## config.mk

```make
export PLATFORM = sky130hd
export DESIGN_NAME = e1_crc4_tx_frame_assembler
export DESIGN_NICKNAME = d
export VERILOG_FILES = /design/src/verilog/e1_tx_pkg.sv /design/src/verilog/e1_crc4_tx_frame_assembler.sv
export SDC_FILE = /design/constraint.sdc
export NUM_CORES = 1
export LEC_CHECK = 0
export BUFFER_PORTS_ARGS = -buffer_cell sky130_fd_sc_hd__buf_2
export CORE_AREA = 2 2 70 105
export CTS_BUF_LIST = sky130_fd_sc_hd__clkbuf_4 sky130_fd_sc_hd__clkbuf_8
export DETAILED_ROUTE_END_ITERATION = 16
export DIE_AREA = 0 0 72 107
export PLACE_DENSITY = 0.71
export SYNTH_ARGS = -nofsm -noshare
export SYNTH_HDL_FRONTEND = slang
export SYNTH_SLANG_ARGS = --single-unit
```

## constraint.sdc

```tcl
create_clock -name clk -period 2.7 [get_ports clk]
set_clock_uncertainty 0.05 [all_clocks]
set_input_delay 0.27 -clock clk [delete_from_list [all_inputs] [get_ports clk]]
set_output_delay 0.27 -clock clk [all_outputs]
set_load 0.05 [all_outputs]
```

## src/verilog/e1_tx_pkg.sv

```systemverilog
/*
 * Shared constants and carriers for the E1 transmit frame assembler.
 * Assumes a 25 MHz system clock that oversamples the 2048 kHz bus clock.
 */
package e1_tx_pkg;

    ////////////////////////////////////////////////////////////////////////////
    // Bus framing
    localparam int CHANNELS = 32;
    localparam int BITS_PER_CHANNEL = 8;
    localparam int POS_W = 8;
    localparam logic [7:0] POS_FIRST = 8'h00;
    localparam logic [7:0] POS_STEP = 8'h01;
    localparam logic [2:0] LAST_BIT = 3'h7;
    localparam logic [4:0] TS_SYNC = 5'h00;
    localparam logic [4:0] TS_SIG = 5'h10;
    localparam logic [4:0] CH_CTL_CCS = 5'h1F;
    localparam int CCS_BIT = 5;

    ////////////////////////////////////////////////////////////////////////////
    // Timeslot 0 content
    localparam logic [6:0] FAS_WORD = 7'h1B;
    localparam logic [5:0] MFAS_WORD = 6'h0B;
    localparam logic [3:0] FRAME_FIRST = 4'h0;
    localparam logic [3:0] FRAME_STEP = 4'h1;
    localparam logic [3:0] FRAME_MFAS_END = 4'hC;
    localparam logic [3:0] FRAME_REPORT_1 = 4'hD;
    localparam logic [3:0] FRAME_RESET = 4'hF;
    localparam logic [2:0] MFAS_TOP = 3'h5;
    localparam logic [1:0] CRC_TOP = 2'h3;
    localparam logic [3:0] CRC_INIT = 4'h0;
    localparam logic [7:0] IDLE_BYTE = 8'hFF;
    localparam logic [7:0] UNUSED_BYTE = 8'h00;

    ////////////////////////////////////////////////////////////////////////////
    // Carriers
    typedef struct packed {
        logic bitClock;
        logic framePulseN;
        logic data;
        logic ctl0;
        logic ctl1;
    } bus_in_s;

    typedef struct packed {
        logic data;
        logic mfStart;
        logic ts0;
    } line_out_s;

endpackage

```

## src/verilog/e1_crc4_tx_frame_assembler.sv

```systemverilog
/*
 * E1 transmit frame assembler: takes serial bus streams, builds the line
 * frame with timeslot 0 framing, CRC-4 and far-end report bits.
 * Assumes all bus pins are asynchronous to clk, and that the far-end report
 * inputs come from logic on clk. Line slot k is sent during bus channel k+1.
 */
`timescale 1ns/1ns
module e1_crc4_tx_frame_assembler (
    input wire logic clk,
    input wire logic rst,
    input wire logic busBitClockIn,
    input wire logic framePulseInN,
    input wire logic dataStreamIn,
    input wire logic controlStreamFirstIn,
    input wire logic controlStreamSecondIn,
    input wire logic farEndReportFirst,
    input wire logic farEndReportSecond,
    input wire logic remoteAlarm,
    input wire logic [4:0] nationalUseBits,
    output e1_tx_pkg::line_out_s lineOut,
    output logic lineBitStrobe,
    output logic ccsModeActive
);

    ////////////////////////////////////////////////////////////////////////////
    // CRC-4 serial step, top bit shifts out and folds back as x+1
    function automatic logic [3:0] crcStep(input logic [3:0] c, input logic b);
        logic fb;
        fb = b ^ c[3];
        return {c[2:0], 1'b0} ^ {2'b00, fb, fb};
    endfunction

    ////////////////////////////////////////////////////////////////////////////
    // Input group: synchronisers, bit position, channel capture
    e1_tx_pkg::bus_in_s pinIn;
    e1_tx_pkg::bus_in_s sync1_q, sync2_q, syncPrev_q;
    logic [e1_tx_pkg::POS_W-1:0] bitPos_q, bitPos_d;
    logic [7:0] dataSh_q, dataSh_d, ctl0Sh_q, ctl0Sh_d, ctl1Sh_q, ctl1Sh_d;
    logic [7:0] dataShD, ctl0ShD, ctl1ShD;
    logic [7:0] nextByte_q, nextByte_d;
    logic [4:0] nextSlot_q, nextSlot_d, busChan;
    logic byteDone_q, byteDone_d, ccsMode_q, ccsMode_d;
    logic fallEdge, riseEdge, fpActive;

    assign pinIn = '{bitClock: busBitClockIn, framePulseN: framePulseInN,
                     data: dataStreamIn, ctl0: controlStreamFirstIn,
                     ctl1: controlStreamSecondIn};
    assign fallEdge = syncPrev_q.bitClock & ~sync2_q.bitClock;
    assign riseEdge = ~syncPrev_q.bitClock & sync2_q.bitClock;
    assign fpActive = ~sync2_q.framePulseN;
    assign dataShD = {dataSh_q[6:0], sync2_q.data};
    assign ctl0ShD = {ctl0Sh_q[6:0], sync2_q.ctl0};
    assign ctl1ShD = {ctl1Sh_q[6:0], sync2_q.ctl1};
    assign busChan = bitPos_q[7:3];

    // Next values of the capture side, all work done on the bit clock fall
    always_comb begin
        bitPos_d = bitPos_q;
        dataSh_d = dataSh_q;
        ctl0Sh_d = ctl0Sh_q;
        ctl1Sh_d = ctl1Sh_q;
        nextByte_d = nextByte_q;
        nextSlot_d = nextSlot_q;
        byteDone_d = 1'b0;
        ccsMode_d = ccsMode_q;
        if (fallEdge) begin
            dataSh_d = dataShD;
            ctl0Sh_d = ctl0ShD;
            ctl1Sh_d = ctl1ShD;
            // Pulse marks boundary; 8-bit wrap gives 32 channels of 8 bits
            bitPos_d = fpActive ? e1_tx_pkg::POS_FIRST : bitPos_q + e1_tx_pkg::POS_STEP;
            if (bitPos_q[2:0] == e1_tx_pkg::LAST_BIT) begin
                byteDone_d = 1'b1;
                nextSlot_d = busChan;
                if (busChan == e1_tx_pkg::TS_SIG) begin
                    nextByte_d = ccsMode_q ? dataShD : ctl1ShD;
                end else if (busChan == e1_tx_pkg::TS_SYNC) begin
                    nextByte_d = e1_tx_pkg::UNUSED_BYTE;
                end else begin
                    nextByte_d = dataShD;
                end
                if (busChan == e1_tx_pkg::CH_CTL_CCS) begin
                    ccsMode_d = ctl0ShD[e1_tx_pkg::CCS_BIT];
                end
            end
        end
    end

    // Registers of the capture side
    always_ff @(posedge clk) begin
        if (rst) begin
            sync1_q <= '1;
            sync2_q <= '1;
            syncPrev_q <= '1;
            bitPos_q <= e1_tx_pkg::POS_FIRST;
            dataSh_q <= e1_tx_pkg::UNUSED_BYTE;
            ctl0Sh_q <= e1_tx_pkg::UNUSED_BYTE;
            ctl1Sh_q <= e1_tx_pkg::UNUSED_BYTE;
            nextByte_q <= e1_tx_pkg::IDLE_BYTE;
            nextSlot_q <= e1_tx_pkg::TS_SIG;
            byteDone_q <= 1'b0;
            ccsMode_q <= 1'b0;
        end else begin
            sync1_q <= pinIn;
            sync2_q <= sync1_q;
            syncPrev_q <= sync2_q;
            bitPos_q <= bitPos_d;
            dataSh_q <= dataSh_d;
            ctl0Sh_q <= ctl0Sh_d;
            ctl1Sh_q <= ctl1Sh_d;
            nextByte_q <= nextByte_d;
            nextSlot_q <= nextSlot_d;
            byteDone_q <= byteDone_d;
            ccsMode_q <= ccsMode_d;
        end
    end

    ////////////////////////////////////////////////////////////////////////////
    // Output group: timeslot 0 build, line shifter, CRC-4
    logic loadArm_q, loadArm_d;
    logic [7:0] outSh_q, outSh_d, ts0Byte, loadByte;
    logic [4:0] lineSlot_q, lineSlot_d;
    logic [3:0] lineFrame_q, lineFrame_d, newFrame, crc_q, crc_d, crcHold_q, crcHold_d;
    logic [3:0] crcBase;
    e1_tx_pkg::line_out_s lineOut_q, lineOut_d;
    logic slot0, smfStart, cBit, oddBit1, outBitVal, isCbit;

    assign slot0 = nextSlot_q == e1_tx_pkg::TS_SYNC;
    assign newFrame = lineFrame_q + e1_tx_pkg::FRAME_STEP;
    assign smfStart = newFrame[2:0] == e1_tx_pkg::FRAME_FIRST[2:0];

    // Timeslot 0 word for the frame about to start
    always_comb begin
        // Start of a submultiframe takes the fresh remainder directly
        cBit = smfStart ? crc_q[3] : crcHold_q[e1_tx_pkg::CRC_TOP - newFrame[2:1]];
        if (newFrame < e1_tx_pkg::FRAME_MFAS_END) begin
            oddBit1 = e1_tx_pkg::MFAS_WORD[e1_tx_pkg::MFAS_TOP - newFrame[3:1]];
        end else if (newFrame == e1_tx_pkg::FRAME_REPORT_1) begin
            oddBit1 = farEndReportFirst;
        end else begin
            oddBit1 = farEndReportSecond;
        end
        if (!newFrame[0]) begin
            ts0Byte = {cBit, e1_tx_pkg::FAS_WORD};
        end else begin
            ts0Byte = {oddBit1, 1'b1, remoteAlarm, nationalUseBits};
        end
        loadByte = slot0 ? ts0Byte : nextByte_q;
    end

    // Next values of the line side, work done on the bit clock rise except arming the load on byteDone_q
    always_comb begin
        loadArm_d = loadArm_q;
        outSh_d = outSh_q;
        lineSlot_d = lineSlot_q;
        lineFrame_d = lineFrame_q;
        crc_d = crc_q;
        crcHold_d = crcHold_q;
        lineOut_d = lineOut_q;
        outBitVal = outSh_q[7];
        isCbit = 1'b0;
        crcBase = crc_q;
        if (riseEdge) begin
            if (loadArm_q) begin
                loadArm_d = 1'b0;
                outBitVal = loadByte[7];
                outSh_d = {loadByte[6:0], 1'b1};
                lineSlot_d = nextSlot_q;
                if (slot0) begin
                    lineFrame_d = newFrame;
                    isCbit = ~newFrame[0];
                    if (smfStart) begin
                        crcHold_d = crc_q;
                        crcBase = e1_tx_pkg::CRC_INIT;
                    end
                end
            end else begin
                outSh_d = {outSh_q[6:0], 1'b1};
            end
            crc_d = crcStep(crcBase, isCbit ? 1'b0 : outBitVal);
            lineOut_d.data = outBitVal;
            lineOut_d.ts0 = lineSlot_d == e1_tx_pkg::TS_SYNC;
            lineOut_d.mfStart = loadArm_q && slot0 && newFrame == e1_tx_pkg::FRAME_FIRST;
        end
        // A byte finished on the fall wins over the clear
        if (byteDone_q) begin
            loadArm_d = 1'b1;
        end
    end

    // Registers of the line side
    always_ff @(posedge clk) begin
        if (rst) begin
            loadArm_q <= 1'b0;
            outSh_q <= e1_tx_pkg::IDLE_BYTE;
            lineSlot_q <= e1_tx_pkg::TS_SIG;
            lineFrame_q <= e1_tx_pkg::FRAME_RESET;
            crc_q <= e1_tx_pkg::CRC_INIT;
            crcHold_q <= e1_tx_pkg::CRC_INIT;
            lineOut_q <= '{data: 1'b1, mfStart: 1'b0, ts0: 1'b0};
        end else begin
            loadArm_q <= loadArm_d;
            outSh_q <= outSh_d;
            lineSlot_q <= lineSlot_d;
            lineFrame_q <= lineFrame_d;
            crc_q <= crc_d;
            crcHold_q <= crcHold_d;
            lineOut_q <= lineOut_d;
        end
    end

    assign lineOut = lineOut_q;
    assign lineBitStrobe = riseEdge;
    assign ccsModeActive = ccsMode_q;

    logic loadSync, byteEnd;
    logic [3:0] ts0Cells_q, ts0Cells_d;
    assign loadSync = riseEdge && loadArm_q && slot0;
    assign byteEnd = fallEdge && bitPos_q[2:0] == e1_tx_pkg::LAST_BIT;

    // Helper count of line bit cells spent in timeslot 0
    always_comb begin
        ts0Cells_d = ts0Cells_q;
        if (riseEdge) begin
            ts0Cells_d = lineOut_d.ts0 ? ts0Cells_q + 4'h1 : '0;
        end
    end

    // Helper register, cleared by reset
    always_ff @(posedge clk) begin
        if (rst) begin
            ts0Cells_q <= '0;
        end else begin
            ts0Cells_q <= ts0Cells_d;
        end
    end
endmodule

```

* Word level (Yosys, flattened, before mapping)
Memory sizes are Yosys's and may differ from the RTL's. Index checks and enable logic that the tools add are counted.
Word-level totals: ROM bits 8, output and inout port bits 5, word-level logic and storage cells 89, memories 1, flip-flop bits (word level) 82
Operators by class: magnitude comparators 3, bitwise logic cells 8, equal/unequal tests 4, add/sub/neg operators 4, multiplexer cells 28, reductions and logical operators 13
Memories:
- (no name shown) | words 8, width 1, read ports 1, clocked after Yosys merged registers in 0, wr ports 0, line e1_crc4_tx_frame_assembler.sv:137 | oddBit1 = e1_tx_pkg::MFAS_WORD[e1_tx_pkg::MFAS_TOP - newFrame[3:1]];
Operators by type and width (number):
- $mux 8 | 7
- $mux 4 | 4
- $logic_not 5->1 | 3
- $mux 1 | 14
- $eq 5x5->1 const B | 2
- $mux 5 | 2
- $add 8x1->8 const B | 1
- $reduce_and 3->1 | 2
- $add 4x1->4 const B | 1
- $eq 4x4->1 const B | 1
- $logic_not 4->1 | 1
- $lt 3x4->1 const B | 1
- $lt 4x4->1 const B | 1
- $not 1->1 | 4
- $reduce_and 4->1 | 1
- $xor 4x2->4 | 1
- $eq 3x3->1 const B | 1
- $logic_not 3->1 | 1
- $lt 2x3->1 const B | 1
- $sub 3x3->3 const A | 1
- $and 1x1->1 | 2
- $bmux 1 s2 | 1
- $logic_and 1x1->1 | 2
- $reduce_and 2->1 | 1
- 4 further kinds | 4

* Depth between registers and ports, before layout
Gate-level depths: netlist of run 1.
word-level depth 12, depth in mapped cells 10, depth with buffers taken out 10

* Least setup slack after synthesis of run 1
Ideal clock, no wire load.
path kind reg-to-reg, start point register lineFrame_q[0], end point register crc_q[0], buffers on the path 0, library setup time 0.086 ns, data required time 2.564 ns, path slack 0.480 ns, stages on the path, launching flop included 11, arrival 2.084 ns, path through dfxtp_1 > ha_1 > ha_1 > inv_1 > ha_1 > a21boi_0 > mux2i_1 > o311ai_4 > nand2_1 > xnor2_1 > a211oi_1
On the way: longest elaborated chain between the ends 12, elaborated cells on any way between the ends 28
Ends and longest elaborated chain:
- from (decl) | line e1_crc4_tx_frame_assembler.sv:123 | logic [3:0] lineFrame_q, lineFrame_d, newFrame, crc_q, crc_d, crcHold_q, crcHold_d;
- from (signal assigned) | line e1_crc4_tx_frame_assembler.sv:197 | lineFrame_q <= e1_tx_pkg::FRAME_RESET;
- from (signal assigned) | line e1_crc4_tx_frame_assembler.sv:205 | lineFrame_q <= lineFrame_d;
- $add 4x1->4 (*) | line e1_crc4_tx_frame_assembler.sv:129 | assign newFrame = lineFrame_q + e1_tx_pkg::FRAME_STEP;
- via newFrame[2] | line e1_crc4_tx_frame_assembler.sv:123
- $sub 3x3->3 or $sub 2x2->2 (tied branches) | line e1_crc4_tx_frame_assembler.sv:137, e1_crc4_tx_frame_assembler.sv:135
- $mem_v2 8x1 or $bmux 1 s2 (tied branches)
- $mux 1 (on tied branches) | line e1_crc4_tx_frame_assembler.sv:137, e1_crc4_tx_frame_assembler.sv:135
- $mux 1 (on tied branches) | line e1_crc4_tx_frame_assembler.sv:136, e1_crc4_tx_frame_assembler.sv:135
- $mux 8 | line e1_crc4_tx_frame_assembler.sv:143 | if (!newFrame[0]) begin
- $mux 8 | line e1_crc4_tx_frame_assembler.sv:148 | loadByte = slot0 ? ts0Byte : nextByte_q;
- $mux 1 | line e1_crc4_tx_frame_assembler.sv:164 | if (loadArm_q) begin
- $mux 1 | line e1_crc4_tx_frame_assembler.sv:163 | if (riseEdge) begin
- $mux 1 | line e1_crc4_tx_frame_assembler.sv:180 | crc_d = crcStep(crcBase, isCbit ? 1'b0 : outBitVal);
- $xor 1x1->1 (*) | line e1_crc4_tx_frame_assembler.sv:29 | fb = b ^ c[3];
- $xor 4x2->4 (*) | line e1_crc4_tx_frame_assembler.sv:30 | return {c[2:0], 1'b0} ^ {2'b00, fb, fb};
- to (signal assigned) | line e1_crc4_tx_frame_assembler.sv:198 | crc_q <= e1_tx_pkg::CRC_INIT;
- to (signal assigned) | line e1_crc4_tx_frame_assembler.sv:206 | crc_q <= crc_d;
- to (decl) | line e1_crc4_tx_frame_assembler.sv:123
Mark *: on every way through the listed nets, which the timed path passes. The rest lies on a longest branch. The select of a mux whose other input is x is not followed. A chain may end at the register's enable or synchronous reset.

* Worst setup path after layout of run 1
Same ends and word-level chain as after synthesis.

==> results.json, run 1 <==
{
  "chipWidth_um": 72,
  "synthArstFlopShare_pct": 0,
  "drc": 0,
  "synth_edf_count": 0,
  "critPathKind": "flip-flop to flip-flop",
  "insertion_delay_ns": 0.36,
  "vdd_drop_max_v": 0.000353,
  "dieArea_mm2": 0.00770,
  "synth_warnings": 0,
  "rsz0062_at_grt": "false",
  "worst_ep_arrival_time_ns": 2.72,
  "synthDistinctLibCells": 41,
  "place_hpwl_mm": 4.64,
  "required_ns": 2.93,
  "path_clk_slew_ns": 0.08,
  "clock_path_buffers": 2,
  "dp_slack_ns": 0.304,
  "cap_violations": 0,
  "gp_congestion": 0.938,
  "finalCritPeriodShare_pct": 92.4,
  "cts_tree": "built",
  "cts_sinks": 81,
  "num_vias": 2692,
  "synth_sequential_area_ratio_pct": 48.8,
  "synth.avg_cell_area_um2": 8.59,
  "stdcell_count": 484,
  "wirelength_mm": 6.78,
  "powerDensity_mw_per_mm2": 595,
  "slew_headroom_pct": 54.1,
  "grt_pass1_wl_mm": 11.7,
  "yosysMostFrequentCell": "dfxtp_1",
  "postSynthCellCount": 387,
  "synth_nets": 409,
  "synth_area_mm2": 0.00332,
  "synth-seq-cells": 81,
  "tightest_slew_ns": 0.685,
  "synth_top_cell_area_share_pct": 48.8,
  "n_fill_cell": 652,
  "status": "finished, final reports clean",
  "cp_max_fo": 5,
  "antenna_found_initial": 0,
  "rows": 37,
  "fin_ws_ns": 0.205,
  "min_period_ns": 2.49,
  "grt_usage_pct": 19.5,
  "cp-start-kind": "flip-flop",
  "synth_commonest_cells": "dfxtp_1 (81), nand2_1 (74), a21oi_1 (47), nor2_1 (29), clkbuf_1 (21)",
  "grt_max_degree": 55,
  "synth_area_leader_cell": "dfxtp_1",
  "drtIter0Drc": 133,
  "hold_slack_ns": 0.0354,
  "viasPerCell": 5.56,
  "htreeDepth": 3,
  "synthTopCellsByArea": "dfxtp_1 (49%), nand2_1 (8.4%), a21oi_1 (7.1%)",
  "maxSlewViolCount": 0,
  "reg2reg_depth": 10,
  "finalSetupViolations": 0,
  "leakage_nw": 1.42,
  "min_path_type": "primary input to flip-flop",
  "core_mm2": 0.00681,
  "whs_path_depth": 2,
  "ctsHoldBuffers": 0,
  "clock-root-buffer": "clkbuf_8",
  "post_drt_wl_per_cell_um": 14.0,
  "cts_made_buffers": 9,
  "numPortBuffers": 19,
  "overflow": 0,
  "start_util_pct": 48.8,
  "io_pins": 20,
  "cts_resized": 0,
  "place_inst": 468,
  "layout.nets": 423,
  "crit_path_end_kind": "flip-flop",
  "synth_flop_cell": "dfxtp_1",
  "finish.utilization_pct": 54.1,
  "finalSetupTns_ns": 0,
  "first_pass_iters": 5,
  "grt_pass1_vias": 2540,
  "post_cts_buffers": 0,
  "hold_viol": 0,
  "die_y_um": 107,
  "max_freq_mhz": 401,
  "ant_nets": 0,
  "num_antenna_cells": 0,
  "layout-drive-gt1-share_pct": 15.8,
  "syn2layout_area_growth_pct": 10.8
}
## sequential cells by signal (all words and copies together), names as in the netlist, 2 cells and up
signal	cells
bitPos_q	8
nextByte_q	8
ctl1Sh_q	7
dataSh_q	7
outSh_q	7
ctl0Sh_q	5
lineSlot_q	5
nextSlot_q	5
sync1_q	5
crcHold_q	4
crc_q	4
lineFrame_q	4
lineOut	3
sync2_q	2
## critical path: stages, from the launching register on
cell and delay, ns:
dfxtp_1 0.34, ha_1 0.22, ha_1 0.38, inv_1 0.07
ha_1 0.28, a21boi_0 0.20, mux2i_1 0.13, o311ai_4 0.25
nand2_1 0.12, xnor2_1 0.14, a211oi_1 0.22
## area by class of cell
class                   count  area [um2]  share of cell area, %
clock inverters             7        78.8                   2.14
repair buffers             29         170                   4.62
multi-input cells         273        1560                   42.5
flip-flops and latches     81        1620                   44.1
well taps                  78        97.6                   2.65
clock buffers               9         124                   3.37
inverters                   7        26.3                  0.714
## worst paths after layout
check	start	endpoint	slack, ns
max	lineFrame_q[0]	crc_q[0]	0.21
min	dataStreamIn	sync1_q[2]	0.04
max reg2reg	lineFrame_q[0]	crc_q[0]	0.21
min reg2reg	sync1_q[4]	sync2_q[4]	0.36
## routing by layer
| layer | GRT usage, % | routed length, um | vias up |
|---|---|---|---|
| met5 | 0 | 0 | - |
| met4 | 12.8 | 272 | 0 |
| met3 | 3.67 | 235 | 19 |
| met2 | 32.7 | 3470 | 51 |
| met1 | 22.2 | 2800 | 1252 |
| li1 | - | - | 1370 |
## logic make-up after synthesis
logic type / synth area share [%]
AO/OA/AOI/OAI: 16.9
XOR/XNOR: 2.37
adder cells (fa/ha/maj): 2.64
buffers and inverters: 4.25
flip-flops: 48.8
multiplexers: 3.77
AND/OR/NAND/NOR: 21.2
## cell usage in the layout, fill, tap and decap left out, drive strengths merged, types with 4 or more instances in the layout
cell | netlist | final
o21ai | 17 | 17
a21oi | 47 | 47
inv | 7 | 9
or2 | 11 | 11
clkbuf | 21 | 9
dfxtp | 81 | 81
buf | 5 | 29
nand3 | 14 | 14
nor3 | 7 | 7
nor2 | 29 | 29
or3 | 4 | 4
and3 | 4 | 4
a221oi | 11 | 11
o211ai | 5 | 5
nand2 | 74 | 74
mux2i | 8 | 8
xnor2 | 6 | 6
ha | 7 | 7
## power breakdown
group | total [mW] | internal (mW) | switching [mW]
clock | 0.897 | 0.434 | 0.462
sequential | 1.22 | 1.21 | 0.00760
combinational | 0.0753 | 0.0270 | 0.0483
## per-stage QoR
| step | cell area, um2 | power, mW |
|---|---|---|
| after global routing | 3680 | 2.28 |
| after global placement | 3480 | 1.32 |
| after detailed placement | 3480 | 1.32 |
| after CTS | 3680 | 2.21 |
| final | 3680 | 2.19 |
| after floorplan | 3320 | 1.30 |
No activity file was read; power rests on OpenSTA's default activity.
==> run 2: changes to the inputs <==
Settings changed: CAP_MARGIN from default to 30, PLACE_DENSITY 0.71 to 0.62.
Clock period 2.7 ns to 2.45 ns, I/O delays scaled along.
==> run 2 against run 1 <==
Routed wire length grew 1.0%; critical path type unchanged; sequential share of layout area shrank 0.090 points; largest power group unchanged; clock-buffer cell count grew 2; maximum frequency grew 12%; via count shrank 1.5%.
==> results.json, run 2 (synthesis results as in run 1) <==
{
  "cap_violations": 0,
  "wirelength_mm": 6.85,
  "whs_path_depth": 2,
  "max_freq_mhz": 449,
  "overflow": 0,
  "finalCritPeriodShare_pct": 90.9,
  "reg2reg_depth": 10,
  "worst_ep_arrival_time_ns": 2.44,
  "finalSetupTns_ns": 0,
  "fin_ws_ns": 0.223,
  "finalSetupViolations": 0,
  "crit_path_end_kind": "flip-flop",
  "slew_headroom_pct": 61.5,
  "power.internal_mw": 1.86,
  "ant_nets": 0,
  "chipWidth_um": 72,
  "layout.nets": 426,
  "cp_max_fo": 3,
  "reg2reg_from": "lineFrame_q[0]",
  "num_vias": 2651,
  "maxSlewViolCount": 0,
  "insertion_delay_ns": 0.34,
  "min_period_ns": 2.23,
  "io_pins": 20,
  "rsz0062_at_grt": "false",
  "layout-drive-gt1-share_pct": 16.0,
  "num_antenna_cells": 0,
  "tightest_slew_ns": 0.573,
  "min_from": "dataStreamIn",
  "holdPathEnd": "sync1_q[2]",
  "grt_usage_pct": 19.3,
  "numPortBuffers": 19,
  "drc": 0,
  "antenna_found_initial": 0,
  "r2r_slack_ns": 0.22,
  "viasPerCell": 5.47,
  "post_drt_wl_per_cell_um": 14.1,
  "post_dp_cell_area_mm2": 0.00350,
  "cp-start-kind": "flip-flop",
  "p_sw_mw": 0.507,
  "clock-root-buffer": "clkbuf_8",
  "clock_path_buffers": 2,
  "ctsHoldBuffers": 0,
  "drtIter0Drc": 82,
  "grt_pass1_vias": 2560,
  "path_clk_slew_ns": 0.08,
  "p_comb_share_pct": 3.6,
  "power_frac_seq_pct": 56.7,
  "power_mw": 2.37,
  "reg.largest.list": "bitPos_q: 8 flops, nextByte_q: 8 flops",
  "cts_sinks": 81,
  "swShare_pct": 21.4,
  "layout_common_cells": "dfxtp_1 (81), nand2_1 (74), a21oi_1 (47)",
  "hold_viol": 0,
  "dp_slack_ns": 0.193,
  "place_hpwl_mm": 4.81,
  "rows": 37,
  "stdcell_count": 485,
  "first_pass_iters": 4,
  "start_util_pct": 48.8,
  "core_mm2": 0.00681,
  "cts_made_buffers": 9,
  "syn2layout_area_growth_pct": 11.0,
  "required_ns": 2.66,
  "vdd_drop_max_v": 0.000419,
  "critPathKind": "flip-flop to flip-flop",
  "cts_tree": "built",
  "grt_pass1_wl_mm": 11.6,
  "final_common_cell": "dfxtp_1",
  "die_y_um": 107,
  "rr_endpoint": "crc_q[0]",
  "design_area_mm2": 0.00369,
  "powerDensity_mw_per_mm2": 642,
  "dieArea_mm2": 0.00770,
  "htreeDepth": 3,
  "leakage_nw": 1.44,
  "place_inst": 471,
  "clock_power_share_pct": 39.8,
  "grt_max_degree": 55,
  "min_path_type": "primary input to flip-flop",
  "gp_congestion": 0.868,
  "status": "finished, final reports clean"
}
==> run 2: final cells by class <==
cell class	instances	area (um2)
clock inverters	3	42.5
fillers	659	3120
clock buffers	11	145
multi-input cells	273	1560
repair buffers	32	193
well taps	78	97.6
inverters	7	26.3
flip-flops and latches	81	1620
==> run 2: stage by stage <==
step,util [%],hold slack (ns)
CTS,54.2,0.0120
finish,54.2,0.0287
global placement,51.4,0.343
floorplan,-,0.299
global route,54.2,0.0134
detailed placement,51.4,0.344
==> run 2: power by group through the flow <==
| stage | clock network, mW | logic [mW] | registers [mW] |
|---|---|---|---|
| global route | 1.02 | 0.0945 | 1.34 |
| floorplan | 0 | 0.0558 | 1.37 |
| global placement | 0 | 0.0847 | 1.37 |
| detailed placement | 0 | 0.0858 | 1.37 |
| CTS | 0.965 | 0.0859 | 1.34 |
| finish | 0.942 | 0.0846 | 1.34 |
==> run 2: routing by layer <==
| metal | global-route usage (%) | wire length, um | up-vias |
|---|---|---|---|
| met3 | 4.23 | 180 | 6 |
| met1 | 22.3 | 2960 | 1239 |
| li1 | - | - | 1374 |
| met4 | 6.06 | 81 | 0 |
| met2 | 34.7 | 3630 | 32 |
| met5 | 0 | 0 | - |
==> run 2: worst max-delay path by stage <==
stage | slack (ns) | endpoint | from | cells after the start
finish | 0.22 | crc_q[0] | lineFrame_q[0] | 10
global route | 0.03 | crc_q[0] | lineFrame_q[0] | 10
CTS | 0.18 | crc_q[0] | lineFrame_q[0] | 10
detailed placement | 0.19 | crc_q[0] | lineFrame_q[0] | 10
global placement | 0.22 | crc_q[0] | lineFrame_q[0] | 10
floorplan | 0.23 | crc_q[0] | lineFrame_q[0] | 10
==> run 2: worst max-delay path, stage by stage, from the launching register on <==
cell,delay (ns)
dfxtp_1,0.32
ha_1,0.21
ha_1,0.29
inv_1,0.04
ha_1,0.26
a21boi_1,0.14
mux2i_1,0.12
o311ai_4,0.25
nand2_1,0.12
xnor2_1,0.13
a211oi_1,0.21
==> run 2: what timing repair did <==
action | 4_1_cts | 5_1_grt
gates resized for setup | 0 | 1
buffers inserted | 0 | 0
setup endpoints to repair | 0 | 1
==> run 3: changes to the inputs <==
Settings changed: HOLD_SLACK_MARGIN from default to 0.03.
==> run 3 against run 2 <==
Maximum frequency shrank 0.21%; setup slack lost 0.0046 ns; combinational power grew 7.8%; register-to-register slack is essentially flat; largest cell class unchanged.
==> results.json, run 3 (synthesis results as in run 1) <==
{
  "layout_common_cells": "dfxtp_1 (81), nand2_1 (74), a21oi_1 (47)",
  "gp_congestion": 0.868,
  "hold_viol": 0,
  "grt_max_degree": 55,
  "syn2layout_area_growth_pct": 12.5,
  "viasPerCell": 5.43,
  "grt_pass1_wl_mm": 11.7,
  "path_clk_slew_ns": 0.08,
  "place_hpwl_mm": 4.81,
  "min_path_type": "primary input to flip-flop",
  "critPathSlowestCell": "dfxtp_1",
  "rsz0062_at_grt": "false",
  "start_util_pct": 48.8,
  "drc": 0,
  "grt_pass1_vias": 2599,
  "cts_sinks": 81,
  "regArea_mm2": 0.00162,
  "maxSlewViolCount": 0,
  "multiInputGateArea_mm2": 0.00156,
  "post_cts_buffers": 0,
  "layout.nets": 431,
  "reg.largest.list": "bitPos_q: 8 flops, nextByte_q: 8 flops",
  "die_y_um": 107,
  "n_fill_cell": 650,
  "critPathKind": "flip-flop to flip-flop",
  "first_pass_iters": 4,
  "leakage_nw": 1.46,
  "insertion_delay_ns": 0.35,
  "cp-start-kind": "flip-flop",
  "vdd_drop_max_v": 0.000418,
  "crit_chain": "ha_1 > ha_1 > inv_1 > ha_1 > a21boi_1 > mux2i_1 > o311ai_4 > nand2_1 > xnor2_1 > a211oi_1",
  "rows": 37,
  "post_drt_wl_per_cell_um": 14.2,
  "crit_buf_inv": 1,
  "layout-drive-gt1-share_pct": 15.8,
  "numPortBuffers": 19,
  "io_pins": 20,
  "finalSetupViolations": 0,
  "chipWidth_um": 72,
  "finalCritPeriodShare_pct": 91.1,
  "required_ns": 2.66,
  "power_mw": 2.38,
  "core_mm2": 0.00681,
  "clock_path_buffers": 2,
  "antenna_found_initial": 0,
  "max_freq_mhz": 448,
  "dieArea_mm2": 0.00770,
  "finalSetupTns_ns": 0,
  "crit_path_frequent_cell": "ha_1",
  "worst_ep_arrival_time_ns": 2.44,
  "grt_usage_pct": 19.4,
  "final_common_cell": "dfxtp_1",
  "tightest_slew_ns": 0.573,
  "num_vias": 2659,
  "slew_headroom_pct": 61.5,
  "cts_made_buffers": 9,
  "slowest_delay_ns": 0.32,
  "htreeDepth": 3,
  "overflow": 0,
  "crit_path_end_kind": "flip-flop",
  "cpLargestDelayFamily": "adder cells",
  "powerDensity_mw_per_mm2": 636,
  "cp_max_fo": 3,
  "drtIter0Drc": 108,
  "cap_violations": 0,
  "ant_nets": 0,
  "num_antenna_cells": 0,
  "cts_tree": "built",
  "clock-root-buffer": "clkbuf_8",
  "min_period_ns": 2.23,
  "status": "finished, final reports clean",
  "wirelength_mm": 6.95
}
## run 3: changes by cell type in the layout (fill, tap and decap cells not counted)
cell,delta
dlygate4sd3_1,+5
## run 3: worst reg2reg max path, cell delays in order, from the launching register on
cell and delay (ns):
dfxtp_1 0.32, ha_1 0.21, ha_1 0.29, inv_1 0.04
ha_1 0.26, a21boi_1 0.14, mux2i_1 0.12, o311ai_4 0.25
nand2_1 0.12, xnor2_1 0.13, a211oi_1 0.21
## run 3: per-layer routing
| layer | vias to the layer above | GRT usage (%) | share of wire (%) |
|---|---|---|---|
| li1 | 1380 | - | - |
| met2 | 29 | 35.4 | 53 |
| met1 | 1243 | 22.2 | 43 |
| met3 | 7 | 4.23 | 2.4 |
| met4 | 0 | 6.06 | 1.2 |
| met5 | - | 0 | 0 |
## run 3: stage by stage
step	cell area [um2]	util [%]	std cells	hold slack, ns	worst slack (ns)
global placement	3500	51.4	471	0.343	0.223
CTS	3740	54.9	490	0.234	0.177
global route	3740	54.9	490	0.286	0.0334
detailed placement	3500	51.4	471	0.344	0.193
floorplan	3320	-	387	0.299	0.230
finish	3740	54.9	490	0.238	0.219
## run 3: timing repair
action                                  4_1_cts  5_1_grt
resized for setup                             0        1
endpoints found under the setup margin        0        1
hold buffers                                  5        0
endpoints found under the hold margin         5        0
## run 3: path summary, 6_finish.rpt
check | startpoint | endpoint | slack (ns) | cells after the start
worst min-delay path | nationalUseBits[0] | outSh_q[1] | 0.24 | 5
worst max register to register | lineFrame_q[0] | crc_q[0] | 0.22 | 10
worst min register to register | sync1_q[0] | ctl1ShD[0] | 0.36 | 1
worst max-delay path | lineFrame_q[0] | crc_q[0] | 0.22 | 10
## run 3: layout make-up
type,count,area share [%]
Sequential cell,81,43.4
Multi-Input combinational cell,273,41.8
Timing Repair Buffer,37,6.49
Clock buffer,11,3.88
Tap cell,78,2.61
Clock inverter,3,1.14
Inverter,7,0.703
## run 3: power by group
part	leakage [nW]	switching (mW)	internal, mW
Sequential	0.657	0.00841	1.33
Clock	0.0947	0.446	0.497
Combinational	0.709	0.0552	0.0360
